--- config.mk ---
export PLATFORM = sky130hd
export DESIGN_NAME = mbu_unpacker
export DESIGN_NICKNAME = d
export VERILOG_FILES = /design/src/rtl/mbu_pkg.sv /design/src/rtl/mbu_layout_expand.sv /design/src/rtl/mbu_unpacker.sv
export SDC_FILE = /design/constraint.sdc
export NUM_CORES = 1
export LEC_CHECK = 0
export BUFFER_PORTS_ARGS = -buffer_cell sky130_fd_sc_hd__buf_2
export CORE_ASPECT_RATIO = 2
export CORE_MARGIN = 4
export CORE_UTILIZATION = 35
export DETAILED_ROUTE_END_ITERATION = 16
export PLACE_DENSITY_LB_ADDON = 0.2
export SYNTH_ARGS = -nofsm -noshare
export SYNTH_HDL_FRONTEND = slang
export SYNTH_HIERARCHICAL = 1
export SYNTH_SLANG_ARGS = --single-unit
--- constraint.sdc ---
create_clock -name clk_sys -period 10.4 [get_ports clk_sys]
set_clock_uncertainty 0.05 [all_clocks]
set_input_delay 2.08 -clock clk_sys [delete_from_list [all_inputs] [get_ports clk_sys]]
set_output_delay 2.08 -clock clk_sys [all_outputs]
set_load 0.005 [all_outputs]
--- src/rtl/mbu_pkg.sv ---
// constants, field layouts and carrier types for the macroblock inline unpacker
// assumes inline dwords are numbered from dword 0 of the pack command
package mbu_pkg;

  // ****************************************
  // inline dword numbers
  // ****************************************
  localparam int unsigned DW_COUNT = 24;         // dwords kept per command
  localparam logic [4:0] DW_HDR   = 5'h03;       // type, intra flag, modes
  localparam logic [4:0] DW_QP    = 5'h06;       // skip conv and quantizer
  localparam logic [4:0] DW_SUB   = 5'h07;       // sub shapes, inter only
  localparam logic [4:0] DW_REF0  = 5'h08;       // list 0 reference bytes
  localparam logic [4:0] DW_REF1  = 5'h09;       // list 1 reference bytes
  localparam logic [4:0] DW_BUDG  = 5'h0a;       // budgets and lambda
  localparam logic [4:0] DW_MVF   = 5'h0c;       // first forward vector
  localparam logic [4:0] DW_MVB   = 5'h10;       // first backward vector
  localparam logic [4:0] DW_MODE  = 5'h14;       // luma modes 0 and 1
  localparam logic [4:0] DW_DIST  = 5'h16;       // best and skip cost
  localparam logic [4:0] DW_LAST  = 5'h17;       // inter and intra cost

  // ****************************************
  // field positions
  // ****************************************
  localparam int unsigned HDR_INTRA_BIT = 13;
  localparam int unsigned SKIP_CONV_BIT = 25;
  localparam logic [3:0]  TRELLIS_OFF   = 4'hf;  // lambda top nibble

  // ****************************************
  // register map, byte addresses
  // ****************************************
  localparam logic [4:0]  REG_CTRL   = 5'h00;
  localparam logic [4:0]  REG_STAT   = 5'h04;
  localparam logic [4:0]  REG_QP     = 5'h08;
  localparam logic [4:0]  REG_LAMBDA = 5'h0c;
  localparam logic [6:0]  CTRL_RESET = 7'h00;
  localparam int unsigned CTRL_TQ    = 0;        // trellis_quant_on
  localparam int unsigned CTRL_TQR   = 1;        // trellis_round_setting 3:1
  localparam int unsigned CTRL_REPL  = 4;        // replicated_layout_flag
  localparam int unsigned CTRL_T8    = 5;        // large_transform_flag
  localparam int unsigned CTRL_SKIP  = 6;        // global skip conversion off

  // inter partition shape, low bits of the header dword
  typedef enum logic [1:0] {
    PART_16X16 = 2'b00,
    PART_16X8  = 2'b01,
    PART_8X16  = 2'b10,
    PART_8X8   = 2'b11
  } mbu_part_type;

  // decoded fields of one macroblock
  typedef struct packed {
    logic              skip_conversion_off;
    logic              intra_coded_flag;
    logic [7:0]        luma_quantizer;
    logic [7:0]        size_ceiling_words;
    logic [7:0]        size_goal_words;
    logic              trellis_active;
    logic [16:0]       lambda_x2;
    logic              round_from_slice;
    logic              round_from_trellis;
    logic              round_reserved;
    logic [3:0]        round_sixteenths;
    logic [3:0][31:0]  mv_fwd;          // {y, x} per block
    logic [3:0][31:0]  mv_bwd;
    logic [63:0]       luma_pred_modes;
    logic [1:0]        intra16_mode;
    logic [31:0]       ref_l0;
    logic [31:0]       ref_l1;
    logic [7:0]        layout_aux;      // sub shapes or avail flags
    logic [15:0]       best_cost;
    logic [15:0]       skip_cost;
    logic [15:0]       inter_cost;
    logic [15:0]       intra_cost;
  } mbu_fields_type;

endpackage

--- src/rtl/mbu_layout_expand.sv ---
// expands luma modes and reference bytes into per-block vectors
// assumes inputs are the latched dwords of one complete command
`timescale 1ns/1ns
`default_nettype none

module mbu_layout_expand (
  input  wire logic        is_intra,     // intra macroblock
  input  wire logic [4:0]  mb_type,      // 0 means NxN intra
  input  wire logic        large_xform,  // 8x8 transform
  input  wire logic        replicated,   // extended layout
  input  wire logic [1:0]  inter_part,   // partition shape
  input  wire logic [31:0] mode_lo,      // luma modes 1:0
  input  wire logic [31:0] mode_hi,      // luma modes 3:2
  input  wire logic [31:0] ref0_raw,     // list 0 bytes
  input  wire logic [31:0] ref1_raw,     // list 1 bytes
  output logic      [63:0] luma_vec,
  output logic      [1:0]  intra16_mode,
  output logic      [31:0] ref0_vec,
  output logic      [31:0] ref1_vec
);

  // ****************************************
  // reference byte expansion
  // ****************************************
  // same decode for both lists
  function automatic logic [31:0] ref_expand(
    input logic [31:0] raw,
    input logic [1:0]  part,
    input logic        repl
  );
    logic [31:0] r;
    r = 32'h0000_0000;
    unique case (mbu_pkg::mbu_part_type'(part))
      mbu_pkg::PART_16X16: r = repl ? {4{raw[7:0]}} : {24'h00_0000, raw[7:0]};
      mbu_pkg::PART_16X8:  r = {16'h0000, raw[15:0]};
      mbu_pkg::PART_8X16:  r = repl ? {2{raw[15:0]}} : {16'h0000, raw[15:0]};
      mbu_pkg::PART_8X8:   r = raw;                  // every byte its own block
    endcase
    return r;
  endfunction

  logic [63:0] raw_modes;  // block 0 in lowest nibble
  logic [63:0] modes_8x8;  // one lane per 8x8 block
  logic        nxn;        // 4x4 or 8x8 prediction

  assign raw_modes = {mode_hi, mode_lo};
  assign nxn       = (mb_type == 5'h00);

  // 8x8 lanes carry one nibble of mode field 0 each
  genvar g;
  generate
    for (g = 0; g < 4; g++) begin : g_lane
      assign modes_8x8[16*g +: 16] = {12'h000, mode_lo[4*g +: 4]};
    end
  endgenerate

  // ****************************************
  // layout select, intra or inter
  // ****************************************
  always_comb begin
    luma_vec     = 64'h0;
    intra16_mode = 2'b00;
    ref0_vec     = 32'h0;
    ref1_vec     = 32'h0;
    if (is_intra) begin
      intra16_mode = mode_lo[1:0];
      if (replicated || (nxn && !large_xform)) begin
        luma_vec = raw_modes;
      end else if (nxn) begin
        luma_vec = modes_8x8;
      end else begin
        luma_vec = {16{mode_lo[3:0]}};
      end
    end else begin
      ref0_vec = ref_expand(ref0_raw, inter_part, replicated);
      ref1_vec = ref_expand(ref1_raw, inter_part, replicated);
    end
  end

endmodule

`default_nettype wire

--- src/rtl/mbu_unpacker.sv ---
// macroblock inline data unpacker with avalon register slave
// assumes the command parser and packer run on clk_sys
`timescale 1ns/1ns
`default_nettype none

// Functional notes
// - skip conversion bit 1 suppresses conversion
// - chroma quantizer bytes ignored, derived internally
// - low byte is luma quantizer, 0..51
// - dwords 7..9 decoded by intra/inter
// - over size ceiling enters emergency mode
// - over size goal limits nonzero coefficients
// - trellis on: lambda is field doubled
// - top nibble ones disables trellis
// - no trellis: low nibble picks rounding
// - trellis active rounds from picture setting
// - dwords 12..15 forward vectors, y high
// - dwords 16..19 backward vectors, same split
// - dwords 20,21 hold four mode fields
// - 16x16 intra uses two mode bits
// - dword 22 best and skip cost
// - dword 23 inter and intra cost
// - 4x4 vector block 0 lowest nibble
// - 16x16 replicates mode nibble sixteen times unless replicated layout
// - reference bytes expand per partition shape
// - fields held until reset or next command
module mbu_unpacker (
  input  wire logic                    clk_sys,
  input  wire logic                    reset,
  // inline dword stream from command parser
  input  wire logic                    dw_valid,
  input  wire logic [4:0]              dw_index,
  input  wire logic [31:0]             dw_data,
  input  wire logic                    dw_last,
  // packer progress, accumulated words
  input  wire logic [15:0]             packed_words,
  // avalon-mm slave
  input  wire logic [4:0]              avs_address,
  input  wire logic                    avs_read,
  input  wire logic                    avs_write,
  input  wire logic [31:0]             avs_writedata,
  input  wire logic [3:0]              avs_byteenable,
  output logic      [31:0]             avs_readdata,
  output logic                         avs_waitrequest,
  // decoded fields to packer
  output mbu_pkg::mbu_fields_type      mb_fields,
  output logic                         mb_fields_valid,
  output logic                         overflow_emergency_mode,
  output logic                         coeff_limit
);

  // ****************************************
  // storage
  // ****************************************
  logic [31:0] shadow_r [mbu_pkg::DW_COUNT];  // raw dwords of open command
  logic [6:0]  ctrl_r;                        // software control bits
  logic        overflow_emergency_mode_seen_r;                  // sticky emergency flag
  logic        rsv_seen_r;                    // sticky reserved rounding
  logic [7:0]  commit_cnt_r;                  // commands decoded, wraps
  logic        commit_r;                      // last dword taken
  logic        wait_r;                        // bus wait state
  logic [31:0] rdata_r;                       // bus read data
  mbu_pkg::mbu_fields_type fields_r;          // presented fields
  logic        fvalid_r;                      // one cycle after commit
  logic        overflow_emergency_mode_r;                       // live emergency level
  logic        limit_r;                       // live coefficient limit

  // control bit views
  logic        trellis_quant_on;
  logic [2:0]  trellis_round_setting;
  logic        replicated_layout_flag;
  logic        large_transform_flag;
  logic        global_skip_off;

  assign trellis_quant_on       = ctrl_r[mbu_pkg::CTRL_TQ];
  assign trellis_round_setting  = ctrl_r[mbu_pkg::CTRL_TQR +: 3];
  assign replicated_layout_flag = ctrl_r[mbu_pkg::CTRL_REPL];
  assign large_transform_flag   = ctrl_r[mbu_pkg::CTRL_T8];
  assign global_skip_off        = ctrl_r[mbu_pkg::CTRL_SKIP];

  // ****************************************
  // dword capture
  // ****************************************
  // no reset on the array: contents only matter once committed
  always_ff @(posedge clk_sys) begin
    if (dw_valid && (dw_index <= mbu_pkg::DW_LAST)) begin
      shadow_r[dw_index] <= dw_data;
    end
  end

  // commit strobe, delayed so the last dword is in the array
  always_ff @(posedge clk_sys) begin
    if (reset) begin
      commit_r <= 1'b0;
    end else begin
      commit_r <= dw_valid && dw_last;
    end
  end

  // ****************************************
  // combinational decode of latched dwords
  // ****************************************
  logic [31:0] hdr;      // header dword
  logic [31:0] qpw;      // quantizer dword
  logic [31:0] budg;     // budget dword
  logic [15:0] lam;      // weight or rounding field
  logic        tq_act;   // trellis really used
  logic [63:0] luma_vec;
  logic [1:0]  i16_mode;
  logic [31:0] ref0_vec;
  logic [31:0] ref1_vec;
  mbu_pkg::mbu_fields_type dec;

  assign hdr  = shadow_r[mbu_pkg::DW_HDR];
  assign qpw  = shadow_r[mbu_pkg::DW_QP];
  assign budg = shadow_r[mbu_pkg::DW_BUDG];
  assign lam  = budg[15:0];  // trellis_weight_or_round
  // all-ones top nibble turns trellis off for this block
  assign tq_act = trellis_quant_on && (lam[15:12] != mbu_pkg::TRELLIS_OFF);

  // block vector expansion
  mbu_layout_expand u_expand (
    .is_intra     (hdr[mbu_pkg::HDR_INTRA_BIT]),
    .mb_type      (hdr[12:8]),
    .large_xform  (large_transform_flag),
    .replicated   (replicated_layout_flag),
    .inter_part   (hdr[1:0]),
    .mode_lo      (shadow_r[mbu_pkg::DW_MODE]),
    .mode_hi      (shadow_r[mbu_pkg::DW_MODE + 5'h01]),
    .ref0_raw     (shadow_r[mbu_pkg::DW_REF0]),
    .ref1_raw     (shadow_r[mbu_pkg::DW_REF1]),
    .luma_vec     (luma_vec),
    .intra16_mode (i16_mode),
    .ref0_vec     (ref0_vec),
    .ref1_vec     (ref1_vec)
  );

  // field assembly
  always_comb begin
    dec = '0;
    // per-block flag or'd with the global one
    dec.skip_conversion_off = qpw[mbu_pkg::SKIP_CONV_BIT] | global_skip_off;
    dec.intra_coded_flag    = hdr[mbu_pkg::HDR_INTRA_BIT];
    // chroma bytes 23:16 and 15:8 never looked at
    dec.luma_quantizer      = qpw[7:0];
    dec.size_ceiling_words  = budg[31:24];
    dec.size_goal_words     = budg[23:16];
    dec.trellis_active      = tq_act;
    // doubled weight only meaningful when trellis runs
    dec.lambda_x2           = tq_act ? {lam, 1'b0} : 17'h0_0000;
    if (tq_act) begin
      dec.round_from_trellis = 1'b1;
      dec.round_sixteenths   = {1'b0, trellis_round_setting};
    end else if (lam[3]) begin
      // 1000b..1111b give one to eight sixteenths
      dec.round_sixteenths   = 4'({1'b0, lam[2:0]} + 4'h1);
    end else begin
      // 0000b and reserved codes fall back to slice rounding
      dec.round_from_slice   = 1'b1;
      dec.round_reserved     = (lam[2:0] != 3'h0);
    end
    for (int b = 0; b < 4; b++) begin
      dec.mv_fwd[b] = shadow_r[mbu_pkg::DW_MVF + 5'(b)];
      dec.mv_bwd[b] = shadow_r[mbu_pkg::DW_MVB + 5'(b)];
    end
    dec.luma_pred_modes = luma_vec;
    dec.intra16_mode    = i16_mode;
    dec.ref_l0          = ref0_vec;
    dec.ref_l1          = ref1_vec;
    // dword 7 low byte sub shapes for inter, dword 9 low byte avail flags for intra
    dec.layout_aux = hdr[mbu_pkg::HDR_INTRA_BIT] ? shadow_r[mbu_pkg::DW_REF1][7:0]
                                                 : shadow_r[mbu_pkg::DW_SUB][7:0];
    dec.best_cost  = shadow_r[mbu_pkg::DW_DIST][31:16];
    dec.skip_cost  = shadow_r[mbu_pkg::DW_DIST][15:0];
    dec.inter_cost = shadow_r[mbu_pkg::DW_LAST][31:16];
    dec.intra_cost = shadow_r[mbu_pkg::DW_LAST][15:0];
  end

  // ****************************************
  // presented fields
  // ****************************************
  // fields only change on a commit, so no mixing across blocks
  always_ff @(posedge clk_sys) begin
    if (reset) begin
      fields_r <= '0;
      fvalid_r <= 1'b0;
    end else begin
      fvalid_r <= commit_r;
      if (commit_r) begin
        fields_r <= dec;
      end
    end
  end

  // ****************************************
  // budget comparison
  // ****************************************
  // compares against the fields currently presented
  always_ff @(posedge clk_sys) begin
    if (reset) begin
      overflow_emergency_mode_r <= 1'b0;
      limit_r <= 1'b0;
    end else begin
      overflow_emergency_mode_r <= packed_words > {8'h00, fields_r.size_ceiling_words};
      limit_r <= packed_words > {8'h00, fields_r.size_goal_words};
    end
  end

  // ****************************************
  // avalon slave
  // ****************************************
  logic req;      // any request
  logic done;     // request completes this edge
  logic wr_ok;    // write to low byte takes effect
  assign req   = avs_read || avs_write;
  assign done  = req && !wait_r;
  assign wr_ok = done && avs_write && avs_byteenable[0];

  // one wait state per access: low for one cycle after a request
  always_ff @(posedge clk_sys) begin
    if (reset) begin
      wait_r <= 1'b1;
    end else begin
      wait_r <= !(req && wait_r);
    end
  end

  // control register
  always_ff @(posedge clk_sys) begin
    if (reset) begin
      ctrl_r <= mbu_pkg::CTRL_RESET;
    end else if (wr_ok && (avs_address == mbu_pkg::REG_CTRL)) begin
      ctrl_r <= avs_writedata[6:0];
    end
  end

  // sticky status, write one to clear; a new event wins over the clear
  always_ff @(posedge clk_sys) begin
    if (reset) begin
      overflow_emergency_mode_seen_r <= 1'b0;
      rsv_seen_r   <= 1'b0;
    end else begin
      if (overflow_emergency_mode_r) begin
        overflow_emergency_mode_seen_r <= 1'b1;
      end else if (wr_ok && (avs_address == mbu_pkg::REG_STAT) && avs_writedata[0]) begin
        overflow_emergency_mode_seen_r <= 1'b0;
      end
      if (commit_r && dec.round_reserved) begin
        rsv_seen_r <= 1'b1;
      end else if (wr_ok && (avs_address == mbu_pkg::REG_STAT) && avs_writedata[2]) begin
        rsv_seen_r <= 1'b0;
      end
    end
  end

  // command counter, shows decode progress
  always_ff @(posedge clk_sys) begin
    if (reset) begin
      commit_cnt_r <= 8'h00;
    end else if (commit_r) begin
      commit_cnt_r <= commit_cnt_r + 8'h01;
    end
  end

  // read data, loaded on the edge that drops waitrequest
  always_ff @(posedge clk_sys) begin
    if (reset) begin
      rdata_r <= 32'h0000_0000;
    end else if (avs_read && wait_r) begin
      unique case (avs_address)
        mbu_pkg::REG_CTRL:   rdata_r <= {25'h000_0000, ctrl_r};
        mbu_pkg::REG_STAT:   rdata_r <= {16'h0000, commit_cnt_r, 5'h00,
                                         rsv_seen_r, limit_r, overflow_emergency_mode_seen_r};
        mbu_pkg::REG_QP:     rdata_r <= {fields_r.size_ceiling_words, fields_r.size_goal_words,
                                         7'h00, fields_r.trellis_active,
                                         fields_r.luma_quantizer};
        mbu_pkg::REG_LAMBDA: rdata_r <= {15'h0000, fields_r.lambda_x2};
        default:             rdata_r <= 32'h0000_0000;  // unmapped reads zero
      endcase
    end
  end

  // ****************************************
  // outputs, all from flip-flops
  // ****************************************
  assign avs_readdata            = rdata_r;
  assign avs_waitrequest         = wait_r;
  assign mb_fields               = fields_r;
  assign mb_fields_valid         = fvalid_r;
  assign overflow_emergency_mode = overflow_emergency_mode_r;
  assign coeff_limit             = limit_r;

endmodule

`default_nettype wire

==> results.json <==
{
  "synth_ff_type": "dfxtp_1",
  "worstMarginPinSlew_ns": 1.282,
  "routed_via_density": 4.895,
  "min_path_type": "register to register",
  "min-delay-start": "avs_readdata[15]",
  "cts_buffers": 95,
  "syn_avg_cell_area_sq_um": 13.35,
  "drt_iter0_drc": 1588,
  "pre_cts_ws_ns": 5.916,
  "port_buffers": 615,
  "post_cts_buffers": 0,
  "fin_area_sq_um": 45130,
  "detail-route-antenna-nets": 0,
  "clk_latency_ns": 0.68,
  "routed_wl_um": 123700,
  "drive_gt1_frac": 0.2465,
  "period_needed_ns": 3.768,
  "clockBufferDepth": 3,
  "post_cts_resized": 0,
  "cts-root-buf": "clkbuf_16",
  "syn_area_sq_um": 37440,
  "p_leak_nw": 17.41,
  "tns_ns": 0,
  "dp_hpwl_um": 77910,
  "start_util": 0.3527,
  "combPwrFrac": 0.047,
  "clock_sinks": 1066,
  "critical_path_class": "input pin to register",
  "drc": 0,
  "top_level_ports": 645,
  "synth_seq_cells": 1066,
  "rows": 169,
  "rr_startpoint": "commit_r",
  "met1_usage": 0.2499,
  "die_y_um": 470.6,
  "via_count": 23730,
  "yosysWarningCount": 6,
  "grt_setup_unrepaired": "false",
  "htree_levels": 3,
  "core_sq_um": 106100,
  "grt.busiest_layer": "met2",
  "max_freq_mhz": 265.4,
  "internal_power_mw": 6.601,
  "placed_area_sq_um": 41940,
  "finalSetupViolCount": 0,
  "nets": 3503,
  "synth_cells": 2804,
  "ir_drop_v": 0.0001665,
  "num-fill-cells": 10100,
  "p_per_area_nw_per_um2": 188.2,
  "synth_cell_types": 55,
  "hold_violations": 0,
  "p_switching_mw": 1.893,
  "cp_slowest_cell": "buf_4",
  "grt_pass1_wl_um": 173800,
  "setup_ws_ns": 6.632,
  "antenna_found_initial": 27,
  "drt_pre_antenna_iters": 7,
  "clkPwrFrac": 0.423,
  "ys_seq_area_frac": 0.7050,
  "grt_use_met3": 0.07319,
  "worstPathArrival_ns": 4.25,
  "critPathCaptureType": "register",
  "crit_fanout": 87,
  "grt_max_degree": 185,
  "critical-path-max-stage-delay_ns": 0.77,
  "die-area_sq_um": 112600,
  "path_clk_slew_ns": 0.06,
  "wl_per_cell_um": 25.51,
  "required_ns": 10.89,
  "slew_headroom": 0.1451,
  "outcome": "finished, final reports clean",
  "crit_top_cell": "buf_4",
  "routabilityCongestion": 0.7988,
  "synth_enable_flop_cells": 505,
  "postCtsHoldBufs": 0,
  "met2_usage": 0.3690,
  "seqPwrFrac": 0.530,
  "path_cells": "buf_8 > buf_4 > buf_4 > nor2_1",
  "grt_pass1_vias": 23370,
  "syn_to_final_growth_pct": 20.53,
  "min_period_over_period": 0.3623,
  "cts_tree": "yes",
  "overflow": 0,
  "critPathLaunch": "reset",
  "maxCapViolCount": 0,
  "ff2ff_setup_slack_ns": 7.19,
  "grt_usage": 0.2134,
  "die_w_um": 239.3,
  "syn_nets": 2923,
  "maxSlewViolCount": 0,
  "p_sw_frac": 0.2229,
  "async_flop_share": 0,
  "start_kind": "input pin"
}
-- critical path, delay by kind of cell --
family	cells	cell delay, ns
AND/OR/NAND/NOR	1	0.12
buffers and inverters	3	1.93
-- area by class of cell --
cell class | instances | area (sq um) | area share
clock buffers | 136 | 2735 | 0.06061
diodes | 16 | 40.04 | 0.0008872
flip-flops and latches | 1066 | 26400 | 0.5850
repair buffers | 653 | 3398 | 0.07530
clock inverters | 42 | 416.7 | 0.009233
well taps | 1368 | 1712 | 0.03793
inverters | 72 | 270.3 | 0.005989
multi-input cells | 1496 | 10160 | 0.2251
-- path summary, 6_finish.rpt --
check | to | depth (start not counted)
min reg2reg | avs_readdata[15] | 2
min | avs_readdata[15] | 2
max | avs_readdata[22] | 4
max reg2reg | mb_fields[30] | 4
-- synthesized netlist by cell type, types with 3 or more instances --
cell type | n | area [sq um]
nand3_1 | 8 | 40.04
o221a_1 | 10 | 112.6
mux2_2 | 20 | 225.2
buf_1 | 10 | 37.54
o211ai_1 | 7 | 52.55
a22oi_1 | 78 | 585.6
o21a_1 | 15 | 112.6
and3_1 | 3 | 18.77
a31oi_1 | 14 | 87.58
nor4_1 | 4 | 25.02
buf_4 | 4 | 30.03
inv_1 | 72 | 270.3
nand4_1 | 8 | 50.05
buf_6 | 3 | 33.78
a21boi_0 | 3 | 22.52
nand2_1 | 38 | 142.6
nor2b_1 | 23 | 143.9
xor2_1 | 5 | 43.79
o21ai_0 | 65 | 325.3
ha_1 | 19 | 237.7
mux2i_1 | 493 | 4935
or3_1 | 3 | 18.77
buf_2 | 50 | 250.2
nor3_1 | 8 | 40.04
a211oi_1 | 9 | 67.56
and2_1 | 5 | 31.28
a21oi_1 | 23 | 115.1
edfxtp_1 | 505 | 15160
dfxtp_1 | 561 | 11230
clkbuf_1 | 103 | 386.6
a2111oi_0 | 4 | 35.03
or2_2 | 3 | 18.77
nand2b_1 | 5 | 31.28
nor2_1 | 596 | 2237
-- power by group through the flow --
stage	logic [mW]	clock network [mW]	registers, mW
finish	0.398	3.59	4.50
global route	0.433	3.85	4.51
CTS	0.411	3.69	4.50
detailed placement	0.410	0	4.60
global placement	0.408	0	4.59
floorplan	0.180	0	4.59
-- flip-flops by register name, indices dropped and copies added (netlist names) --
register,flops
commit_cnt_r,8
avs_waitrequest,1
overflow_emergency_mode_seen_r,1
ctrl_r,7
overflow_emergency_mode,1
mb_fields_valid,1
avs_readdata,32
rsv_seen_r,1
shadow_r,505
coeff_limit,1
commit_r,1
mb_fields,507
-- through the flow --
stage          std cells  utilization  power (mW)  hold slack [ns]
4_1_cts             4833       0.4248       8.610           0.3911
2_1_floorplan       2804            -       4.771           0.3845
6_report            4849       0.4251       8.494           0.3881
5_1_grt             4834       0.4248       8.792           0.4044
3_3_place_gp        4655       0.3951       5.003           0.3741
3_5_place_dp        4655       0.3951       5.008           0.3823
-- layer usage --
metal	routed length [um]	up-vias
met5	26	-
met4	3257	4
met3	11170	132
met2	61790	854
met1	47480	11700
li1	-	11050
-- placed cells by master, fill, tap and decap left out, drive strengths merged, types with 3 or more instances in the layout --
cell type	instances
nand2b	5
o221a	12
ha	19
diode	16
nor4	5
o21ai	65
nand3	8
a31oi	14
nor3	9
and2	5
or3	4
nor2b	23
a22oi	78
a211oi	9
a2111oi	4
nor2	596
and3	3
xor2	5
or2	3
a21oi	23
dfxtp	561
mux2	20
bufinv	7
clkinvlp	5
edfxtp	505
nand4	8
mux2i	493
o211ai	7
inv	77
clkinv	25
o21a	15
nand2	38
clkbuf	136
buf	653
a21boi	3
-- cells by family (layout without fill, tap and decap cells) --
kind of cell,count (synthesis),in the layout,share of synthesized area
DFF,1066,1066,0.7050
and+or+nand+nor,715,715,0.07796
muxes,515,515,0.1390
buffers and inverters,242,903,0.02693
AOI/OAI and AO/OA,240,240,0.04327
adders and majority gates,19,19,0.006349
xor gates and xnor gates,6,6,0.001403
other,1,17,0.0001002
Note: power is estimated with default switching activity, not from simulation.
